File: config.mk
export PLATFORM = sky130hd
export DESIGN_NAME = qdl_loader
export DESIGN_NICKNAME = d
export VERILOG_FILES = /design/src/design/qdl_pkg.sv /design/src/design/qdl_sync.sv /design/src/design/qdl_decode.sv /design/src/design/qdl_loader.sv
export SDC_FILE = /design/constraint.sdc
export NUM_CORES = 1
export LEC_CHECK = 0
export BUFFER_PORTS_ARGS = -buffer_cell sky130_fd_sc_hd__buf_4
export CAP_MARGIN = 5
export CORE_MARGIN = 4
export CORE_UTILIZATION = 55
export CTS_CLUSTER_DIAMETER = 100
export DETAILED_ROUTE_END_ITERATION = 7
export PLACE_DENSITY = 0.74
export SLEW_MARGIN = 20
export SYNTH_ARGS = -nofsm -noshare
export SYNTH_HDL_FRONTEND = slang
export SYNTH_SLANG_ARGS = --single-unit
export TNS_END_PERCENT = 50
File: constraint.sdc
create_clock -name clock -period 2.9 [get_ports clock]
set_input_delay 0.145 -clock clock [delete_from_list [all_inputs] [get_ports clock]]
set_output_delay 0.145 -clock clock [all_outputs]
set_load 0.01 [all_outputs]
File: src/design/qdl_pkg.sv
// Package of constants and carrier types for the quad converter loader
package qdl_pkg;
    localparam int CODE_W       = 12;
    localparam int WORD_W       = 16;
    localparam int CHANNELS     = 4;
    localparam int CNT_W        = 5;
    // Field positions in the command word
    localparam int ADDR_HI_POS  = 15;
    localparam int ADDR_LO_POS  = 14;
    localparam int CTRL_HI_POS  = 13;
    localparam int CTRL_LO_POS  = 12;
    // Control codes
    localparam logic [1:0] CTRL_SPECIAL = 2'h0;
    localparam logic [1:0] CTRL_LOAD_IN = 2'h1;
    localparam logic [1:0] CTRL_UPDATE  = 2'h2;
    localparam logic [1:0] CTRL_LOAD_UP = 2'h3;
    // Address codes of the edge selecting commands
    localparam logic [1:0] ADDR_EDGE_RISE = 2'h3;
    localparam logic [1:0] ADDR_EDGE_FALL = 2'h2;
    // Reset values
    localparam logic [WORD_W-1:0] SHIFT_RESET = 16'h0000;
    localparam logic [CODE_W-1:0] CODE_RESET  = 12'h000;
    localparam logic              EDGE_RESET  = 1'b1;
    // Timing: serial clock ceiling and sampling clock
    localparam int SCLK_MAX_KHZ = 10000;
    localparam int CLK_KHZ      = 20000;

    // Decoded command carried from decoder to main block
    typedef struct packed {
        logic                 load_in;
        logic                 load_all_sr;
        logic                 upd_all;
        logic                 upd_one;
        logic                 set_edge;
        logic                 edge_rise;
        logic [1:0]           chan;
        logic [CODE_W-1:0]    code;
    } qdl_cmd_t;

    // Synchronised pin levels
    typedef struct packed {
        logic cs_n;
        logic sclk;
        logic sin;
        logic load_n;
    } qdl_pins_t;
endpackage

File: src/design/qdl_sync.sv
// Two-stage synchroniser for the serial pins
`timescale 1ns/1ns
`default_nettype none
module qdl_sync
    import qdl_pkg::*;
(
    input  wire logic      clock,    // System clock
    input  wire logic      srst,     // Synchronous reset
    input  wire qdl_pins_t pins_in,  // Raw pin levels
    output qdl_pins_t      pins_out  // Synchronised levels
);
    typedef struct packed {
        qdl_pins_t s1;
        qdl_pins_t s2;
    } qdl_sync_st_t;

    localparam qdl_pins_t IDLE_PINS = '{cs_n: 1'b1, sclk: 1'b0,
                                        sin: 1'b0, load_n: 1'b1};

    qdl_sync_st_t st_r;
    qdl_sync_st_t st_nxt;

    // First stage feeds only the second stage
    always_comb begin
        st_nxt.s1 = pins_in;
        st_nxt.s2 = st_r.s1;
        if (srst) begin
            st_nxt.s1 = IDLE_PINS;
            st_nxt.s2 = IDLE_PINS;
        end
    end

    always_ff @(posedge clock) begin
        st_r <= st_nxt;
    end

    assign pins_out = st_r.s2;
endmodule
`default_nettype wire

File: src/design/qdl_decode.sv
// Command decoder for the sixteen-bit word
`timescale 1ns/1ns
`default_nettype none
module qdl_decode
    import qdl_pkg::*;
(
    input  wire logic [WORD_W-1:0] word,    // Captured shift word
    input  wire logic              load_n,  // Load strobe level
    output qdl_cmd_t               cmd      // Decoded actions
);
    logic [1:0] addr;
    logic [1:0] ctrl;

    assign addr = {word[ADDR_HI_POS], word[ADDR_LO_POS]};
    assign ctrl = {word[CTRL_HI_POS], word[CTRL_LO_POS]};

    // Strobe low turns a control 01 or 11 load into a per-channel transparent load
    always_comb begin
        cmd             = '0;
        cmd.chan        = addr;
        cmd.code        = word[CODE_W-1:0];
        if (ctrl == CTRL_SPECIAL) begin
            cmd.load_all_sr = !word[ADDR_LO_POS];
        end else if (!load_n && word[CTRL_LO_POS]) begin
            cmd.load_in = 1'b1;
            cmd.upd_one = 1'b1;
        end else if (ctrl == CTRL_LOAD_IN) begin
            cmd.load_in = 1'b1;
        end else if (ctrl == CTRL_LOAD_UP) begin
            cmd.load_in = 1'b1;
            cmd.upd_all = 1'b1;
        end else begin
            // Update-all ignores the code field entirely
            cmd.upd_all = 1'b1;
            if (addr == ADDR_EDGE_RISE || addr == ADDR_EDGE_FALL) begin
                cmd.set_edge  = 1'b1;
                cmd.edge_rise = (addr == ADDR_EDGE_RISE);
            end
        end
    end
endmodule
`default_nettype wire

File: src/design/qdl_loader.sv
// Serial loader and double-buffered code storage for four channels
// Notes on behaviour
// - One 16-bit shift register, in and out
// - Each channel: input register, then converter register
// - Only the shift register is readable
// - Strobe high: double-buffered command-driven loads
// - Strobe low: updates reach output at select rise
// - Strobe low copies all input registers across
// - Word is address, control, then twelve data
// - Address and control choose registers and edge
// - Select high: interface idle, output high
// - Shift input bit on each clock rise
// - Decode and update at select rising edge
// - Data bits ignored for commands without code
// - Load-all writes one code to everything
// - No-operation leaves all registers unchanged
// - Edge change also copies all input registers
// - Control 01 loads; 11 loads and updates all
// - Control 00 load-all or no-op; 10 updates
// - Output lag 16 or 16.5; rising default
// - Strobe low, control low bit: load and update
`timescale 1ns/1ns
`default_nettype none
module qdl_loader
    import qdl_pkg::*;
#(
    parameter int NUM_CH = CHANNELS  // Channel count, fixed by the address
)
(
    input  wire logic        clock,                    // 20 MHz clock
    input  wire logic        srst,                     // Sync reset, high
    input  wire logic        chip_select_n,            // Select pin, low
    input  wire logic        serial_clk,               // Serial clock pin
    input  wire logic        serial_in,                // Serial data pin
    input  wire logic        converter_load_strobe_n,  // Load strobe, low
    output logic             serial_out_level,         // Output level
    output logic             serial_out_oe,            // Output enable
    output logic [CODE_W-1:0] dac_code_a,              // Channel A code
    output logic [CODE_W-1:0] dac_code_b,              // Channel B code
    output logic [CODE_W-1:0] dac_code_c,              // Channel C code
    output logic [CODE_W-1:0] dac_code_d,              // Channel D code
    output logic             edge_rise_mode            // Output edge mode
);
    import qdl_pkg::*;

    // Sampling needs at least two clocks per serial clock period
    initial begin
        if (NUM_CH != CHANNELS) begin
            $error("qdl_loader: channel count must be four");
        end
        if (CLK_KHZ < 2 * SCLK_MAX_KHZ) begin
            $error("qdl_loader: clock too slow for serial rate");
        end
        if (WORD_W != CODE_W + 4) begin
            $error("qdl_loader: word must be code plus four bits");
        end
        if ((1 << CNT_W) <= WORD_W) begin
            $error("qdl_loader: bit counter too narrow");
        end
    end

    typedef struct packed {
        logic                            sclk_d;
        logic                            cs_n_d;
        logic [WORD_W-1:0]               shift;
        logic [NUM_CH-1:0][CODE_W-1:0]   in_reg;
        logic [NUM_CH-1:0][CODE_W-1:0]   dac_reg;
        logic                            edge_rise;
        logic                            out_bit;
        logic [CNT_W-1:0]                bits;
    } qdl_state_t;

    qdl_state_t st_r;
    qdl_state_t st_nxt;
    qdl_pins_t  raw_pins;
    qdl_pins_t  pins;
    qdl_cmd_t   cmd;
    logic       sclk_rise;
    logic       sclk_fall;
    logic       cs_rise;
    logic       cs_fall;

    assign raw_pins = '{cs_n: chip_select_n, sclk: serial_clk,
                        sin: serial_in, load_n: converter_load_strobe_n};

    qdl_sync u_sync (
        .clock    (clock),
        .srst     (srst),
        .pins_in  (raw_pins),
        .pins_out (pins)
    );

    qdl_decode u_decode (
        .word   (st_r.shift),
        .load_n (pins.load_n),
        .cmd    (cmd)
    );

    // Edge detection on synchronised levels only
    assign sclk_rise = pins.sclk && !st_r.sclk_d;
    assign sclk_fall = !pins.sclk && st_r.sclk_d;
    assign cs_rise   = pins.cs_n && !st_r.cs_n_d;
    assign cs_fall   = !pins.cs_n && st_r.cs_n_d;

    // Everything is sampled, so pin edges land two or three clocks late;
    // the trade is a single clock domain with no serial-clocked flops
    // Next-state logic for shifting, decoding and storage
    always_comb begin
        st_nxt        = st_r;
        st_nxt.sclk_d = pins.sclk;
        st_nxt.cs_n_d = pins.cs_n;

        // Shift only while selected; select high freezes the shift register and bit count
        if (!pins.cs_n && sclk_rise) begin
            st_nxt.shift = {st_r.shift[WORD_W-2:0], pins.sin};
            if (st_r.bits != 5'h1F) begin
                st_nxt.bits = st_r.bits + 5'h01;
            end
        end
        if (cs_fall) begin
            st_nxt.bits    = '0;
            st_nxt.out_bit = st_r.shift[WORD_W-1];
        end

        // Output bit follows the MSB on the chosen edge
        if (!pins.cs_n) begin
            if (st_r.edge_rise && sclk_rise) begin
                st_nxt.out_bit = st_r.shift[WORD_W-2];
            end else if (!st_r.edge_rise && sclk_fall) begin
                st_nxt.out_bit = st_r.shift[WORD_W-1];
            end
        end

        // Command takes effect only at select rise, any bit count
        if (cs_rise) begin
            for (int i = 0; i < NUM_CH; i++) begin
                if (cmd.load_all_sr) begin
                    st_nxt.in_reg[i]  = cmd.code;
                    st_nxt.dac_reg[i] = cmd.code;
                end else if (cmd.load_in && cmd.chan == 2'(i)) begin
                    st_nxt.in_reg[i] = cmd.code;
                    if (cmd.upd_one) begin
                        st_nxt.dac_reg[i] = cmd.code;
                    end
                end
            end
            if (cmd.upd_all) begin
                for (int i = 0; i < NUM_CH; i++) begin
                    st_nxt.dac_reg[i] = st_nxt.in_reg[i];
                end
            end
            if (cmd.set_edge) begin
                st_nxt.edge_rise = cmd.edge_rise;
            end
        end

        // Applied last so a held strobe also covers a same-cycle load;
        // the strobe is level sensitive, not an edge, by design
        // Strobe low copies every input register; no serial clock used
        if (!pins.load_n) begin
            for (int i = 0; i < NUM_CH; i++) begin
                st_nxt.dac_reg[i] = st_nxt.in_reg[i];
            end
        end

        if (srst) begin
            st_nxt.sclk_d    = 1'b0;
            st_nxt.cs_n_d    = 1'b1;
            st_nxt.shift     = SHIFT_RESET;
            st_nxt.in_reg    = {NUM_CH{CODE_RESET}};
            st_nxt.dac_reg   = {NUM_CH{CODE_RESET}};
            st_nxt.edge_rise = EDGE_RESET;
            st_nxt.out_bit   = 1'b1;
            st_nxt.bits      = '0;
        end
    end

    always_ff @(posedge clock) begin
        st_r <= st_nxt;
    end

    // Open-drain style output: released high while deselected
    assign serial_out_oe = !pins.cs_n && !st_r.out_bit;
    assign serial_out_level = 1'b0;
    // Only converter registers leave; input registers have no path out
    assign dac_code_a     = st_r.dac_reg[0];
    assign dac_code_b     = st_r.dac_reg[1];
    assign dac_code_c     = st_r.dac_reg[2];
    assign dac_code_d     = st_r.dac_reg[3];
    assign edge_rise_mode = st_r.edge_rise;

    // Checks
    chk_shift_on_rise: assert property (@(posedge clock) disable iff (srst)
        (!pins.cs_n && sclk_rise) |=> st_r.shift[0] == $past(pins.sin)
    ) else $error("shift did not take input bit");

    chk_idle_no_shift: assert property (@(posedge clock) disable iff (srst)
        (pins.cs_n && !cs_rise) |=> $stable(st_r.shift)
    ) else $error("shift moved while deselected");

    chk_out_released: assert property (@(posedge clock) disable iff (srst)
        pins.cs_n |-> !serial_out_oe
    ) else $error("output driven while deselected");

    chk_dac_hold_shift: assert property (@(posedge clock) disable iff (srst)
        (!cs_rise && pins.load_n && $past(pins.load_n)) |=> $stable(st_r.dac_reg)
    ) else $error("converter changed outside update");

    chk_strobe_copy: assert property (@(posedge clock) disable iff (srst)
        !pins.load_n |=> st_r.dac_reg == st_r.in_reg
    ) else $error("strobe did not copy inputs");

    chk_nop_quiet: assert property (@(posedge clock) disable iff (srst)
        (cs_rise && st_r.shift[13:12] == 2'h0 && st_r.shift[14]
            && pins.load_n)
        |=> $stable(st_r.in_reg) && $stable(st_r.dac_reg)
    ) else $error("no-operation changed registers");

    chk_load_all: assert property (@(posedge clock) disable iff (srst)
        (cs_rise && st_r.shift[14:12] == 3'h0)
        |=> st_r.dac_reg[3] == $past(st_r.shift[11:0])
    ) else $error("load-all did not write code");

    chk_edge_copy: assert property (@(posedge clock) disable iff (srst)
        (cs_rise && st_r.shift[15:12] == 4'hA)
        |=> !st_r.edge_rise && st_r.dac_reg == st_r.in_reg
    ) else $error("edge change missed update");

    chk_load_in_only: assert property (@(posedge clock) disable iff (srst)
        (cs_rise && st_r.shift[13:12] == 2'h1 && pins.load_n
            && $past(pins.load_n))
        |=> $stable(st_r.dac_reg)
    ) else $error("load-only changed converter");

    // Further checks on counting, reset, decoding and output timing
    // Bit counter restarts at every select fall
    chk_count_clear: assert property (@(posedge clock) disable iff (srst)
        cs_fall |=> st_r.bits == '0
    ) else $error("bit counter not cleared");

    // Reset clears shift, input and converter registers and selects rising-edge output
    chk_reset_clear: assert property (@(posedge clock)
        srst |=> st_r.shift == SHIFT_RESET && st_r.edge_rise
            && st_r.dac_reg == '0 && st_r.in_reg == '0
    ) else $error("reset did not clear state");

    // Control 11 with strobe high updates every converter
    chk_load_up_all: assert property (@(posedge clock) disable iff (srst)
        (cs_rise && st_r.shift[13:12] == 2'h3 && pins.load_n)
        |=> st_r.dac_reg == st_r.in_reg
    ) else $error("load-update missed converters");

    // Control 10 copies all input registers across
    chk_update_all: assert property (@(posedge clock) disable iff (srst)
        (cs_rise && st_r.shift[13:12] == 2'h2)
        |=> st_r.dac_reg == st_r.in_reg
    ) else $error("update-all missed converters");

    // Address 11 with control 10 selects rising-edge output
    chk_edge_rise_sel: assert property (@(posedge clock) disable iff (srst)
        (cs_rise && st_r.shift[15:12] == 4'hE)
        |=> st_r.edge_rise
    ) else $error("rising mode not selected");

    // Strobe low: addressed channel updates at once
    chk_transp_one: assert property (@(posedge clock) disable iff (srst)
        (cs_rise && !pins.load_n && st_r.shift[15:12] == 4'hD)
        |=> st_r.dac_reg[3] == $past(st_r.shift[11:0])
    ) else $error("transparent load missed channel");

    // Output edge mode moves only at select rise
    chk_mode_hold: assert property (@(posedge clock) disable iff (srst)
        !cs_rise |=> $stable(st_r.edge_rise)
    ) else $error("edge mode changed outside decode");

    // Rising mode: output takes the next bit at each serial rise
    chk_out_rise: assert property (@(posedge clock) disable iff (srst)
        (!pins.cs_n && st_r.edge_rise && sclk_rise)
        |=> st_r.out_bit == $past(st_r.shift[14])
    ) else $error("rising mode output wrong");

    // Falling mode: output shows the new MSB at each serial fall
    chk_out_fall: assert property (@(posedge clock) disable iff (srst)
        (!pins.cs_n && !st_r.edge_rise && sclk_fall)
        |=> st_r.out_bit == $past(st_r.shift[15])
    ) else $error("falling mode output wrong");

    // Input registers move only on a decoded command
    chk_in_hold: assert property (@(posedge clock) disable iff (srst)
        !cs_rise |=> $stable(st_r.in_reg)
    ) else $error("input register changed outside decode");

    // Select fall presents the old MSB first
    chk_cs_fall_msb: assert property (@(posedge clock) disable iff (srst)
        cs_fall |=> st_r.out_bit == $past(st_r.shift[15])
    ) else $error("select fall did not show MSB");

    // Load-all also writes input register 0 with the code
    chk_ldall_inputs: assert property (@(posedge clock) disable iff (srst)
        (cs_rise && st_r.shift[14:12] == 3'h0)
        |=> st_r.in_reg[0] == $past(st_r.shift[11:0])
    ) else $error("load-all missed input register");

    // Control 01 writes the addressed input register
    chk_load_in_addr: assert property (@(posedge clock) disable iff (srst)
        (cs_rise && st_r.shift[15:12] == 4'h5 && pins.load_n)
        |=> st_r.in_reg[1] == $past(st_r.shift[11:0])
    ) else $error("addressed input not written");
endmodule
`default_nettype wire

## After elaboration in Yosys (flattened, before gate mapping)

Index checks and enable logic that the tools add are counted.
W data, S select, Z words.

| operators by class | value |
|---|---|
| add/sub/neg operators | 1 |
| eq/ne operators | 12 |
| mux-type cells | 40 |
| reductions and logical operators | 31 |

Operators with widths:

| kind | number |
|---|---|
| $mux W12 | 17 |
| $mux W97 | 1 |
| $mux W48 | 2 |
| $ne A4 B4 Y1 const B | 5 |
| $logic_and A1 B1 Y1 | 13 |
| $mux W1 | 12 |
| $reduce_and A3 Y1 | 4 |
| $mux W5 | 2 |
| $logic_not A1 Y1 | 8 |
| $mux W2 | 4 |
| $eq A2 B2 Y1 const B | 3 |
| $mux W6 | 1 |
| $add A5 B1 Y5 const B | 1 |
| $ne A5 B5 Y1 const B | 1 |
| $eq A2 B1 Y1 const B | 2 |
| $logic_not A2 Y1 | 2 |
| $mux W4 | 1 |
| $reduce_and A2 Y1 | 2 |
| $ne A2 B2 Y1 const B | 1 |
| $reduce_or A2 Y1 | 1 |
| $logic_or A1 B1 Y1 | 1 |

| storage, ports and cells | value |
|---|---|
| flip-flop bits (word level) | 129 |
| input port bits | 6 |
| output and inout bits | 51 |
| logic and storage cells | 106 |

## Depth between registers and ports, before layout

Gate-level depths: netlist of run 1.

| logic depth | value |
|---|---|
| word-level depth | 13 |
| depth in mapped cells | 7 |
| gate-level depth less buffers | 4 |

## By module

Synthesis of run 1 repeated with hierarchy kept, for this count alone.

| unflattened totals | value |
|---|---|
| cells, all modules | 784 |
| area, all modules | 6,581.3 µm² |

Modules (own cells, without submodules):

| module | instances | cells each | area an instance (µm²) | seq. area each (µm²) |
|---|---|---|---|---|
| qdl_loader | 1 | 744 | 6,199.7 | 2,322.2 |
| qdl_sync | 1 | 20 | 240.2 | 160.2 |
| qdl_decode | 1 | 20 | 141.4 | 0.0 |

## Worst setup path after synthesis of run 1

Ideal clock, no wire load.

| timing | value |
|---|---|
| path kind | reg-to-reg |
| from | register st_r[115] (netlist bit) |
| to | register st_r (netlist bit dac_code_c[2]) |
| library setup time | 91 ps |
| arrival | 1,771 ps |
| data required time | 2,809 ps |
| path slack | 1,038 ps |
| cell stages (with the launch flop) | 7 |
| path buffers | 2 |
| period minus slack after synthesis | 1,862 ps |
| cells stage by stage | dfxtp_1 > buf_6 > nor2b_1 > a311oi_1 > buf_2 > mux2_2 > a311oi_1 |

| on the way | value |
|---|---|
| word-level cells in the longest chain between the ends | 11 |
| elaborated cells on any way between the ends | 23 |
| classes of those cells | eq/ne: 4; mux: 15; reduce/logical: 4 |

RTL lines:

| what | line | source |
|---|---|---|
| from (decl) | qdl_loader.sv:73 | `qdl_state_t st_r;` |
| from (signal assigned) | qdl_loader.sv:179 | `st_r <= st_nxt;` |
| $eq A2 B2 Y1 | qdl_decode.sv:29 | `end else if (ctrl == CTRL_LOAD_UP) begin` |
| $mux W1 | qdl_decode.sv:29 |  |
| $mux W1 | qdl_decode.sv:27 | `end else if (ctrl == CTRL_LOAD_IN) begin` |
| $mux W1 | qdl_decode.sv:24 | `end else if (!load_n && word[CTRL_LO_POS]) begin` |
| $mux W1 | qdl_decode.sv:22 | `if (ctrl == CTRL_SPECIAL) begin` |
| $logic_and A1 B1 Y1 | qdl_loader.sv:140 | `end else if (cmd.load_in && cmd.chan == 2'(i)) begin` |
| $mux W12 | qdl_loader.sv:140 |  |
| $mux W12 | qdl_loader.sv:137 | `if (cmd.load_all_sr) begin` |
| $mux W48 | qdl_loader.sv:147 | `if (cmd.upd_all) begin` |
| $mux W97 | qdl_loader.sv:135 | `if (cs_rise) begin` |
| $mux W48 | qdl_loader.sv:160 | `if (!pins.load_n) begin` |

Several ways; a longest one is shown, not always the timed one. The select of a mux whose other input is x is not followed.
A chain may end at the register's enable or synchronous reset.

## Worst setup path after layout of run 1

| timing | value |
|---|---|
| from | register u_sync.st_r (netlist bit u_sync.pins_out[3]) |
| to | register st_r (netlist bit dac_code_a[1]) |

| on the way | value |
|---|---|
| word-level cells in the longest chain between the ends | 3 |
| elaborated cells on any way between the ends | 5 |
| classes of those cells | eq/ne: 1; mux: 2; reduce/logical: 2 |

RTL lines:

| what | line | source |
|---|---|---|
| from (decl) | qdl_sync.sv:20 | `qdl_sync_st_t st_r;` |
| from (signal assigned) | qdl_sync.sv:34 | `st_r <= st_nxt;` |
| $logic_and A1 B1 Y1 * | qdl_loader.sv:102 | `assign cs_rise = pins.cs_n && !st_r.cs_n_d;` |
| $ne A2 B2 Y1 (no source line) / $mux W97 (equally long branches) | n/a |  |
| $reduce_and A3 Y1 (no source line) / $mux W48 (equally long branches) | n/a |  |

Every way passes the cells marked *; elsewhere a longest branch is shown, timed or not. The select of a mux whose other input is x is not followed.

==> out/metrics.csv, run 1 <==
stage,metric,value,unit
cells_and_area,layout net count,730,
sta,Final Hold Fails,0,
sta,Setup TNS Final,0,ps
yosys,"top cells by count, synth","dfxtp_1, nor2_1, mux2i_1",
drt,Pre-antenna DRT Iters,4,
yosys,synthesized cell area,6580,µm²
grt,largest net degree at the start of global routing,97,
place,number of buffers added on ports,55,
grt,initial antenna violation count,0,
yosys,post-synthesis average cell area,8.91,µm²
yosys,synth top area cells,"dfxtp_1, mux2i_1, mux2_2",
drt,DRC Markers,0,
cts,Num CTS Buffers,17,
setup_path,worst-path cell chain,nand2b_1 > o21ai_4 > buf_4 > nor2_1 > a311oi_1,
sta,Worst Skew,5.21,ps
drt,Iter 0 DRT Violations,353,
yosys,Unique masters post-synth,36,
drt,DR vias/cell,5.71,
sta,crit share post-route,73.3,%
min_path,Hold Crit Class,in2reg,
setup_path,Crit. End Element,flop,
floorplan,chip height,117,µm
setup_path,Startpoint Class,flop,
cells_and_area,Area growth syn-to-layout,12.7,%
cts,Max clock buf depth,2,
yosys,most used flip-flop cell after synthesis,dfxtp_1,
yosys,Mapped Nets,744,
yosys,"EDFF count, synth",0,
sta,Worst Max-Slew Pin Slew,966,ps
floorplan,initial core utilization,56.9,%
setup_path,Crit Path Category,reg2reg,
setup_path,slowest CP cell,buf_4,
floorplan,row cnt,39,
grt,vias in the first global route,4872,
yosys,post-synth top area cell,dfxtp_1,
power,Comb pwr share,6.2,%
setup_path,"Max FO, Critical Path",96,
sta,fin crit period,2130,ps
sta,Final setup viols,0,
cells_and_area,# diodes,0,
floorplan,die area,13800,µm²
power,Reg power frac,39.7,%
yosys,"FF+latch count, synth",124,
power,Psw,1.00,mW
yosys,sequential share of the synthesized area,37.7,%
place,placed cell count,844,
drt,Vias,5025,
sta,Max Fclk,0.470,GHz
power,Static Leakage,3.12,nW
cts,CTS Sinks,124,
floorplan,core area,11600,µm²
cts,"CTS clk-pin slew, worst paths",60,ps
power,P_int,3.51,mW
yosys,number of synthesis warnings,0,
setup_path,Worst path max stage delay,750,ps
place,placed wire-length estimate,9.31,mm
yosys,cell count after synthesis,738,
sta,final setup margin,773,ps
job,maxcap violations,0,
yosys,area share of the largest cell type after synthesis,37.7,%
drt,drt wl/cell,17.3,µm
place,pre-CTS setup slack,818,ps
power,Sw Share,22.2,%
sta,Slew headroom,35.6,%
outcome,run status,"finished, final reports clean",
floorplan,Die W,117,µm
grt,overall routing resource usage,22.1,%
cells_and_area,fraction of layout cells with a size suffix above 1,22.8,%
power,maximum vdd drop,0.000323,V
sta,Max Slew Vio Count,0,
cells_and_area,fin cells,880,
place,routability cong.,0.781,
power,pwr/cell area,609,nW/µm²
sta,Worst Hold Margin,256,ps
drt,Detail Route Antenna Nets,0,
setup_path,critical path data arrival time,2450,ps
drt,WL final,15.2,mm
cts,H-tree depth,4,
sta,unrepaired setup endpoints after global routing,false,
cts,CTS tree,built,
setup_path,critical path data required time,3220,ps
grt,gr ovfl total,0,
floorplan,Top-Level Pins,57,
grt,first-pass GRT wire length,25.1,mm
power,Clock power frac,54.1,%
yosys,most numerous cell in the Yosys netlist,dfxtp_1,
cts,Skew-Pair Late Insertion Delay,410,ps
yosys,async set-reset flop share out of synthesis,0,%
cts,CTS root buf,clkbuf_16,
cts,Resized Gates After CTS,0,
metal layers:
metal,share of wire [%],up-vias,global-route usage (%),wire [µm]
met5,0,-,0,0
met1,45,2415,29.5,6880
met4,1.9,0,8.14,289
li1,-,2446,-,-
met3,5.2,23,4.86,793
met2,48,141,35.4,7250
power groups by stage:
stage	registers [mW]	clock network, mW	logic (mW)
final	1.79	2.44	0.280
after global routing	1.79	2.53	0.304
after CTS	1.79	2.46	0.282
after detailed placement	1.83	0	0.277
after global placement	1.82	0	0.272
after floorplan	1.81	0	0.235
critical path, delay by kind of cell (launching register included):
kind | cells | cell delay (ps)
AOI/OAI and AO/OA | 2 | 450
DFF | 1 | 470
buffers and inverters | 1 | 750
and+or+nand+nor | 2 | 340
layout make-up:
cell class / count / area, µm²
Sequential cell: 124 / 2480
Tap cell: 143 / 179
Timing Repair Buffer: 73 / 583
Inverter: 4 / 15.0
Clock buffer: 18 / 439
Fill cell: 922 / 4150
Multi-Input combinational cell: 504 / 3470
Clock inverter: 14 / 241
final timing paths:
kind	start	endpoint	slack (ps)	cells after the start
min	srst	st_r[80]	260	2
max reg2reg	u_sync.pins_out[3]	dac_code_a[1]	770	5
max	u_sync.pins_out[3]	dac_code_a[1]	770	5
min reg2reg	u_sync.st_r[7]	u_sync.pins_out[3]	410	1
per-stage QoR:
step | cell area [µm²] | utilization [%] | power [mW]
CTS | 7410 | 64.1 | 4.53
floorplan | 6580 | - | 2.04
finish | 7410 | 64.1 | 4.51
detailed placement | 6690 | 57.8 | 2.10
global route | 7410 | 64.1 | 4.63
global placement | 6690 | 57.8 | 2.10
timing repair:
| item | CTS | global route |
|---|---|---|
| hold endpoints to repair | 4 | 0 |
| hold buffers | 4 | 0 |
| setup endpoints to repair | 0 | 0 |
| buffers inserted | 0 | 0 |
flip-flops by register name, summed over array words and instances (netlist names):
name             cells
edge_rise_mode       1
dac_code_d          12
dac_code_b          12
u_sync.pins_out      4
dac_code_c          12
u_sync.st_r          4
dac_code_a          12
st_r                67
layout by cell type, fill, tap and decap left out, types with 4 or more instances in the layout:
master,Yosys,final
a21oi_1,18,18
a311oi_1,47,46
buf_4,52,67
bufinv_16,0,6
clkbuf_16,0,17
clkinvlp_4,0,7
dfxtp_1,124,123
dlygate4sd3_1,0,4
inv_1,4,4
mux2_2,38,38
mux2_4,10,10
mux2i_1,96,96
nand2_1,93,93
nor2_1,100,100
nor2b_1,68,68
or2_2,6,6
cells by family after synthesis:
| family | count (synthesis) | synth area share (%) |
|---|---|---|
| simple gates | 280 | 19.5 |
| mux | 144 | 23.4 |
| flops | 124 | 37.7 |
| buf+inv | 110 | 9.78 |
| compound gates | 79 | 9.51 |
| other cells | 1 | 0.0570 |
Power figures use the tool's default switching activity.
==> run 2, diff against run 1 <==
clock period = 2 ns   (was 2.9 ns; I/O delays follow)
==> run 2 against run 1 <==
Effect of this change: sequential cell count is the same; clock skew grew 1.6 ps; cell count grew 0.68%; sequential share of layout area shrank 0.26 points; hold slack lost 110 ps; sequential power grew 45%; fmax grew 13%; largest power group unchanged.
==> out/metrics.csv, run 2 (synthesis results as in run 1) <==
stage,metric,value,unit,change
cts,CTS Sinks,124,,unchanged
cts,Max clock buf depth,2,,unchanged
sta,Final Hold Fails,0,,unchanged
floorplan,Die W,117,µm,unchanged
power,Clock power frac,49.8,%,-4.3 points
setup_path,Crit Path Category,reg2reg,,
floorplan,row cnt,39,,unchanged
floorplan,initial core utilization,56.9,%,unchanged
place,placed wire-length estimate,9.71,mm,+4.2%
cts,Num CTS Buffers,17,,unchanged
grt,layer with the highest usage,met2,,
grt,met3 GRT Util,4.38,%,-0.48 points
sta,fin crit period,1890,ps,-241 ps
cts,H-tree depth,4,,unchanged
sta,Worst Skew,6.84,ps,+1.64 ps
floorplan,die area,13800,µm²,unchanged
power,Comb pwr share,7.2,%,+1.0 points
setup_path,Crit. End Element,flop,,
sta,Worst Max-Slew Pin Slew,530,ps,-436 ps
grt,gr ovfl total,0,,unchanged
cts,CTS root buf,clkbuf_16,,
power,Static Leakage,3.17,nW,+1.5%
drt,WL final,15.7,mm,+3.4%
cts,post-CTS setup buffer count,0,,unchanged
cells_and_area,"Design Area, Final",7470,µm²,+0.83%
drt,DR vias/cell,5.84,,+2.3%
sta,unrepaired setup endpoints after global routing,false,,
sta,Slew headroom,64.7,%,+29 points
grt,initial antenna violation count,0,,unchanged
cts,"CTS clk-pin slew, worst paths",50,ps,about the same
cells_and_area,layout net count,737,,+0.96%
min_path,Hold Crit Class,in2reg,,
outcome,run status,"finished, final reports clean",,
floorplan,Top-Level Pins,57,,unchanged
sta,Final setup viols,0,,unchanged
drt,Detail Route Antenna Nets,0,,unchanged
grt,GR met2 Demand/Resource,36.7,%,+1.3 points
cells_and_area,fin cells,886,,+0.68%
place,routability cong.,0.864,,+11%
sta,Max Fclk,0.530,GHz,+13%
grt,largest net degree at the start of global routing,59,,-39%
setup_path,slowest CP cell,or3_4,,
setup_path,Worst path max stage delay,500,ps,-250 ps
place,"Cell Area, Placed",6840,µm²,+2.2%
sta,crit share post-route,94.3,%,+21 points
setup_path,critical path data arrival time,2200,ps,-250 ps
power,maximum vdd drop,0.000390,V,+21%
setup_path,"Max FO, Critical Path",11,,-89%
cells_and_area,most frequent cells in the layout,"dfxtp_1, nor2_1, mux2i_1",,
place,number of buffers added on ports,55,,unchanged
sta,Max Slew Vio Count,0,,unchanged
power,Reg power frac,43.0,%,+3.3 points
drt,Iter 0 DRT Violations,417,,+18%
cells_and_area,# diodes,0,,unchanged
cells_and_area,fraction of layout cells with a size suffix above 1,23.4,%,+0.62 points
setup_path,critical path data required time,2310,ps,-910 ps
setup_path,Buf/Inv on CP,1,,unchanged
cells_and_area,most flop-heavy register,st_r,,
drt,Pre-antenna DRT Iters,5,,+1
cts,Skew-Pair Late Insertion Delay,410,ps,about the same
floorplan,chip height,117,µm,unchanged
power,P_int,4.69,mW,+34%
cells_and_area,Area growth syn-to-layout,13.6,%,
power,pwr/cell area,807,nW/µm²,+33%
place,placed cell count,850,,+0.71%
grt,GR Layer Usage met1,30.7,%,+1.2 points
setup_path,reg2reg setup slack,110,ps,-660 ps
grt,first-pass GRT wire length,26.0,mm,+3.9%
cells_and_area,Largest register FFs,67,,unchanged
floorplan,core area,11600,µm²,unchanged
grt,overall routing resource usage,22.9,%,+0.73 points
drt,Vias,5175,,+3.0%
setup_path,worst-path cell chain,buf_4 > and3b_1 > or3_4 > mux2_4 > a311oi_1,,
power,Sw Share,22.2,%,+0.063 points
sta,Worst Hold Margin,143,ps,-113 ps
cells_and_area,most common library cell in the layout ignoring fill and taps,dfxtp_1,,
cts,CTS tree,built,,
drt,drt wl/cell,17.8,µm,+2.7%
sta,Setup TNS Final,0,ps,unchanged
setup_path,Startpoint Class,flop,,
job,maxcap violations,0,,unchanged
setup_path,CP top delay family,simple AND/OR/NAND/NOR gates,,
power,Psw,1.34,mW,+34%
drt,DRC Markers,0,,unchanged
power,Power Total,6.03,mW,+34%
cells_and_area,# fillers,933,,+1.2%
grt,vias in the first global route,5117,,+5.0%
==> run 2: cell types whose count changed in the layout (fill, tap and decap cells not counted), sizes merged <==
| cell | delta |
|---|---|
| buf | +6 |
| clkinv | +4 |
| inv | -1 |
| or3 | +1 |
| clkbuf | +6 |
| bufinv | -4 |
| clkinvlp | -6 |
==> run 2: cell type report <==
type / count / area, µm² / area share [%]
Multi-Input combinational cell: 505 / 3490 / 46.7
Sequential cell: 124 / 2480 / 33.3
Timing Repair Buffer: 79 / 728 / 9.75
Clock buffer: 24 / 492 / 6.58
Tap cell: 143 / 179 / 2.39
Clock inverter: 7 / 87.6 / 1.17
Inverter: 4 / 15.0 / 0.201
==> run 2: what timing repair did <==
item                                    in CTS  in global routing
resized for setup                            0                  4
endpoints found under the hold margin        4                  0
hold buffers                                 4                  0
endpoints found under the setup margin       0                  4
==> run 2: power groups by stage <==
stage / registers [mW] / clock network (mW) / logic [mW]
global route: 2.60 / 3.14 / 0.469
CTS: 2.59 / 3.04 / 0.433
finish: 2.59 / 3.01 / 0.433
detailed placement: 2.64 / 0 / 0.427
floorplan: 2.62 / 0 / 0.341
global placement: 2.64 / 0 / 0.421
==> run 2: path summary, 6_finish.rpt <==
kind,start,to,depth (start not counted)
setup / recovery,st_r[115],dac_code_b[10],5
hold / removal,srst,st_r[80],2
setup reg to reg,st_r[115],dac_code_b[10],5
hold reg to reg,u_sync.st_r[7],u_sync.pins_out[3],1
==> run 2: stage by stage <==
step | worst slack (ps) | util [%]
after floorplan | 138 | -
after global placement | 193 | 59.1
after detailed placement | 123 | 59.1
after CTS | 120 | 64.5
after global routing | 10.1 | 64.6
final | 114 | 64.6
==> run 2: worst register-to-register path, delay by kind of cell (launching register included) <==
| kind | cells | cell delay (ps) |
|---|---|---|
| AO/OA/AOI/OAI | 1 | 260 |
| buffers and inverters | 1 | 160 |
| flip-flops | 1 | 300 |
| multiplexers | 1 | 330 |
| AND/OR/NAND/NOR | 2 | 750 |
==> run 2: routing by layer <==
metal / vias to the layer above / wire (µm)
met4: 0 / 298
met1: 2506 / 7260
met3: 26 / 735
met2: 175 / 7450
li1: 2468 / -
met5: - / 0
==> run 3, diff against run 2 <==
clock period = 1.75 ns   (was 2 ns; I/O delays follow)
==> run 3 against run 2 <==
Effect of this change: the run now ends with negative setup slack left; sequential cell count stayed put; via count rose by 6.2%; sequential power up 14%; global-route usage grew 2.3 points; hold slack lost 19 ps; cell count up 4.9%; clock skew increased by 1.4 ps; wire length up 16%; non-clock buffer count is 42 higher; combinational power up 40%; critical path type unchanged; critical endpoint is now dac_code_c[0]; largest cell class unchanged; highest routed layer unchanged.
==> out/metrics.csv, run 3 (synthesis results as in run 1) <==
stage,metric,value,unit,change
outcome,run status,"complete, but fails checks",,
outcome,violated checks,negative setup slack,,
cells_and_area,most common library cell in the layout ignoring fill and taps,dfxtp_1,,
drt,Pre-antenna DRT Iters,6,,+1
setup_path,Startpoint Class,flop,,
grt,initial antenna violation count,0,,unchanged
sta,final setup margin,-175,ps,-289 ps
grt,overall routing resource usage,25.1,%,+2.3 points
cts,H-tree depth,4,,unchanged
cells_and_area,# diodes,0,,unchanged
sta,Worst Max-Slew Pin Slew,589,ps,+59.5 ps
floorplan,die area,13800,µm²,unchanged
drt,Vias,5495,,+6.2%
setup_path,critical path data arrival time,2260,ps,+60 ps
setup_path,Crit Path Category,reg2reg,,
cts,Max clock buf depth,2,,unchanged
cells_and_area,fraction of layout cells with a size suffix above 1,33.6,%,+10 points
place,"Cell Area, Placed",7010,µm²,+2.6%
cells_and_area,most frequent cells in the layout,"dfxtp_1, nor2_1, mux2i_1",,
cts,CTS tree,built,,
drt,drt wl/cell,19.7,µm,+11%
place,placed wire-length estimate,10.1,mm,+4.5%
drt,Iter 0 DRT Violations,500,,+20%
place,routability cong.,0.816,,-5.5%
sta,Max Slew Vio Count,0,,unchanged
power,Static Leakage,3.59,nW,+13%
floorplan,initial core utilization,56.9,%,unchanged
floorplan,row cnt,39,,unchanged
sta,unrepaired setup endpoints after global routing,true,,
grt,vias in the first global route,5432,,+6.2%
grt,gr ovfl total,0,,unchanged
power,pwr/cell area,908,nW/µm²,+13%
sta,Final Hold Fails,0,,unchanged
sta,Setup TNS Final,-4990,ps,-4990 ps
grt,first-pass GRT wire length,28.1,mm,+8.0%
sta,fin crit period,1930,ps,+39.4 ps
cells_and_area,Largest register FFs,67,,unchanged
sta,Final setup viols,59,,+59
floorplan,chip height,117,µm,unchanged
drt,DRC Markers,0,,unchanged
power,maximum vdd drop,0.000943,V,+140%
grt,largest net degree at the start of global routing,57,,-3.4%
setup_path,critical path data required time,2090,ps,-220 ps
sta,crit share post-route,110,%,+16 points
floorplan,Die W,117,µm,unchanged
cts,Skew-Pair Late Insertion Delay,430,ps,+20 ps
cts,CTS Sinks,124,,unchanged
setup_path,Crit. End Element,flop,,
drt,WL final,18.3,mm,+16%
cells_and_area,layout net count,779,,+5.7%
drt,Detail Route Antenna Nets,0,,unchanged
cells_and_area,Area growth syn-to-layout,26.8,%,
sta,Slew headroom,60.7,%,-4.0 points
sta,Worst Skew,8.21,ps,+1.36 ps
cts,"CTS clk-pin slew, worst paths",60,ps,about the same
cells_and_area,most flop-heavy register,st_r,,
cts,Num CTS Buffers,17,,unchanged
cts,CTS root buf,clkbuf_16,,
floorplan,Top-Level Pins,57,,unchanged
drt,DR vias/cell,5.91,,+1.3%
setup_path,"Max FO, Critical Path",5,,-6
cells_and_area,"Design Area, Final",8340,µm²,+12%
cells_and_area,# fillers,764,,-18%
floorplan,core area,11600,µm²,unchanged
job,maxcap violations,0,,unchanged
min_path,Hold Crit Class,in2reg,,
place,number of buffers added on ports,55,,unchanged
sta,Max Fclk,0.519,GHz,-2.0%
[run 3: cell types whose count changed in the layout (fill, tap and decap cells not counted), moves of 4 or more]
cell / change
nand2_2: +7
a311oi_1: -32
nand2_1: -7
a311oi_2: +31
buf_6: +10
mux2_4: +13
bufinv_16: +4
buf_4: +26
mux2_2: -13
[run 3: worst max-delay path, cell delays in order, from the launching register on]
cell	delay, ps
dfxtp_2	340
buf_6	110
clkinvlp_4	130
a311oi_4	440
buf_6	220
mux2_2	360
a311oi_2	230
[run 3: cell type report]
| cell class | count | area, µm² | area share, % |
|---|---|---|---|
| flip-flops and latches | 124 | 2490 | 29.8 |
| well taps | 143 | 179 | 2.15 |
| repair buffers | 121 | 1200 | 14.4 |
| inverters | 4 | 18.8 | 0.225 |
| multi-input cells | 505 | 3790 | 45.4 |
| clock inverters | 12 | 218 | 2.61 |
| clock buffers | 20 | 447 | 5.36 |
[run 3: power breakdown]
group / switching, mW / internal [mW] / total [mW]
Clock: 1.31 / 2.70 / 4.00
Combinational: 0.326 / 0.282 / 0.608
Sequential: 0.0548 / 2.91 / 2.96
[run 3: timing repair]
item / CTS / global route
pin swaps: 18 / 22
resized for setup: 25 / 59
gates cloned: 6 / 3
setup buffers: 5 / 4
hold buffers: 4 / 0
endpoints found under the hold margin: 4 / 0
endpoints found under the setup margin: 48 / 65
[run 3: through the flow]
step	setup slack, ps	cells	power (mW)	utilization (%)	hold WS, ps
3_5_place_dp	-119	876	3.52	60.6	280
4_1_cts	-123	923	7.51	69.3	105
5_1_grt	-235	929	7.75	72.1	136
3_3_place_gp	-58.1	876	3.51	60.6	276
2_1_floorplan	-59.7	738	3.39	-	191
6_report	-175	929	7.57	72.1	125
[run 3: layer usage]
metal	global-route usage [%]	vias to the layer above	wire length (µm)
met5	0	-	0
met4	9.97	0	484
met3	6.45	42	1140
met2	41.2	188	8790
met1	31.7	2709	7890
li1	-	2556	-
[run 3: worst paths after layout]
| check | startpoint | to | slack, ps | cells past startpoint |
|---|---|---|---|---|
| max | st_r[116] | dac_code_c[0] | -180 | 6 |
| min | srst | st_r[92] | 120 | 2 |
| max reg2reg | st_r[116] | dac_code_c[0] | -180 | 6 |
| min reg2reg | u_sync.st_r[4] | u_sync.pins_out[0] | 400 | 1 |
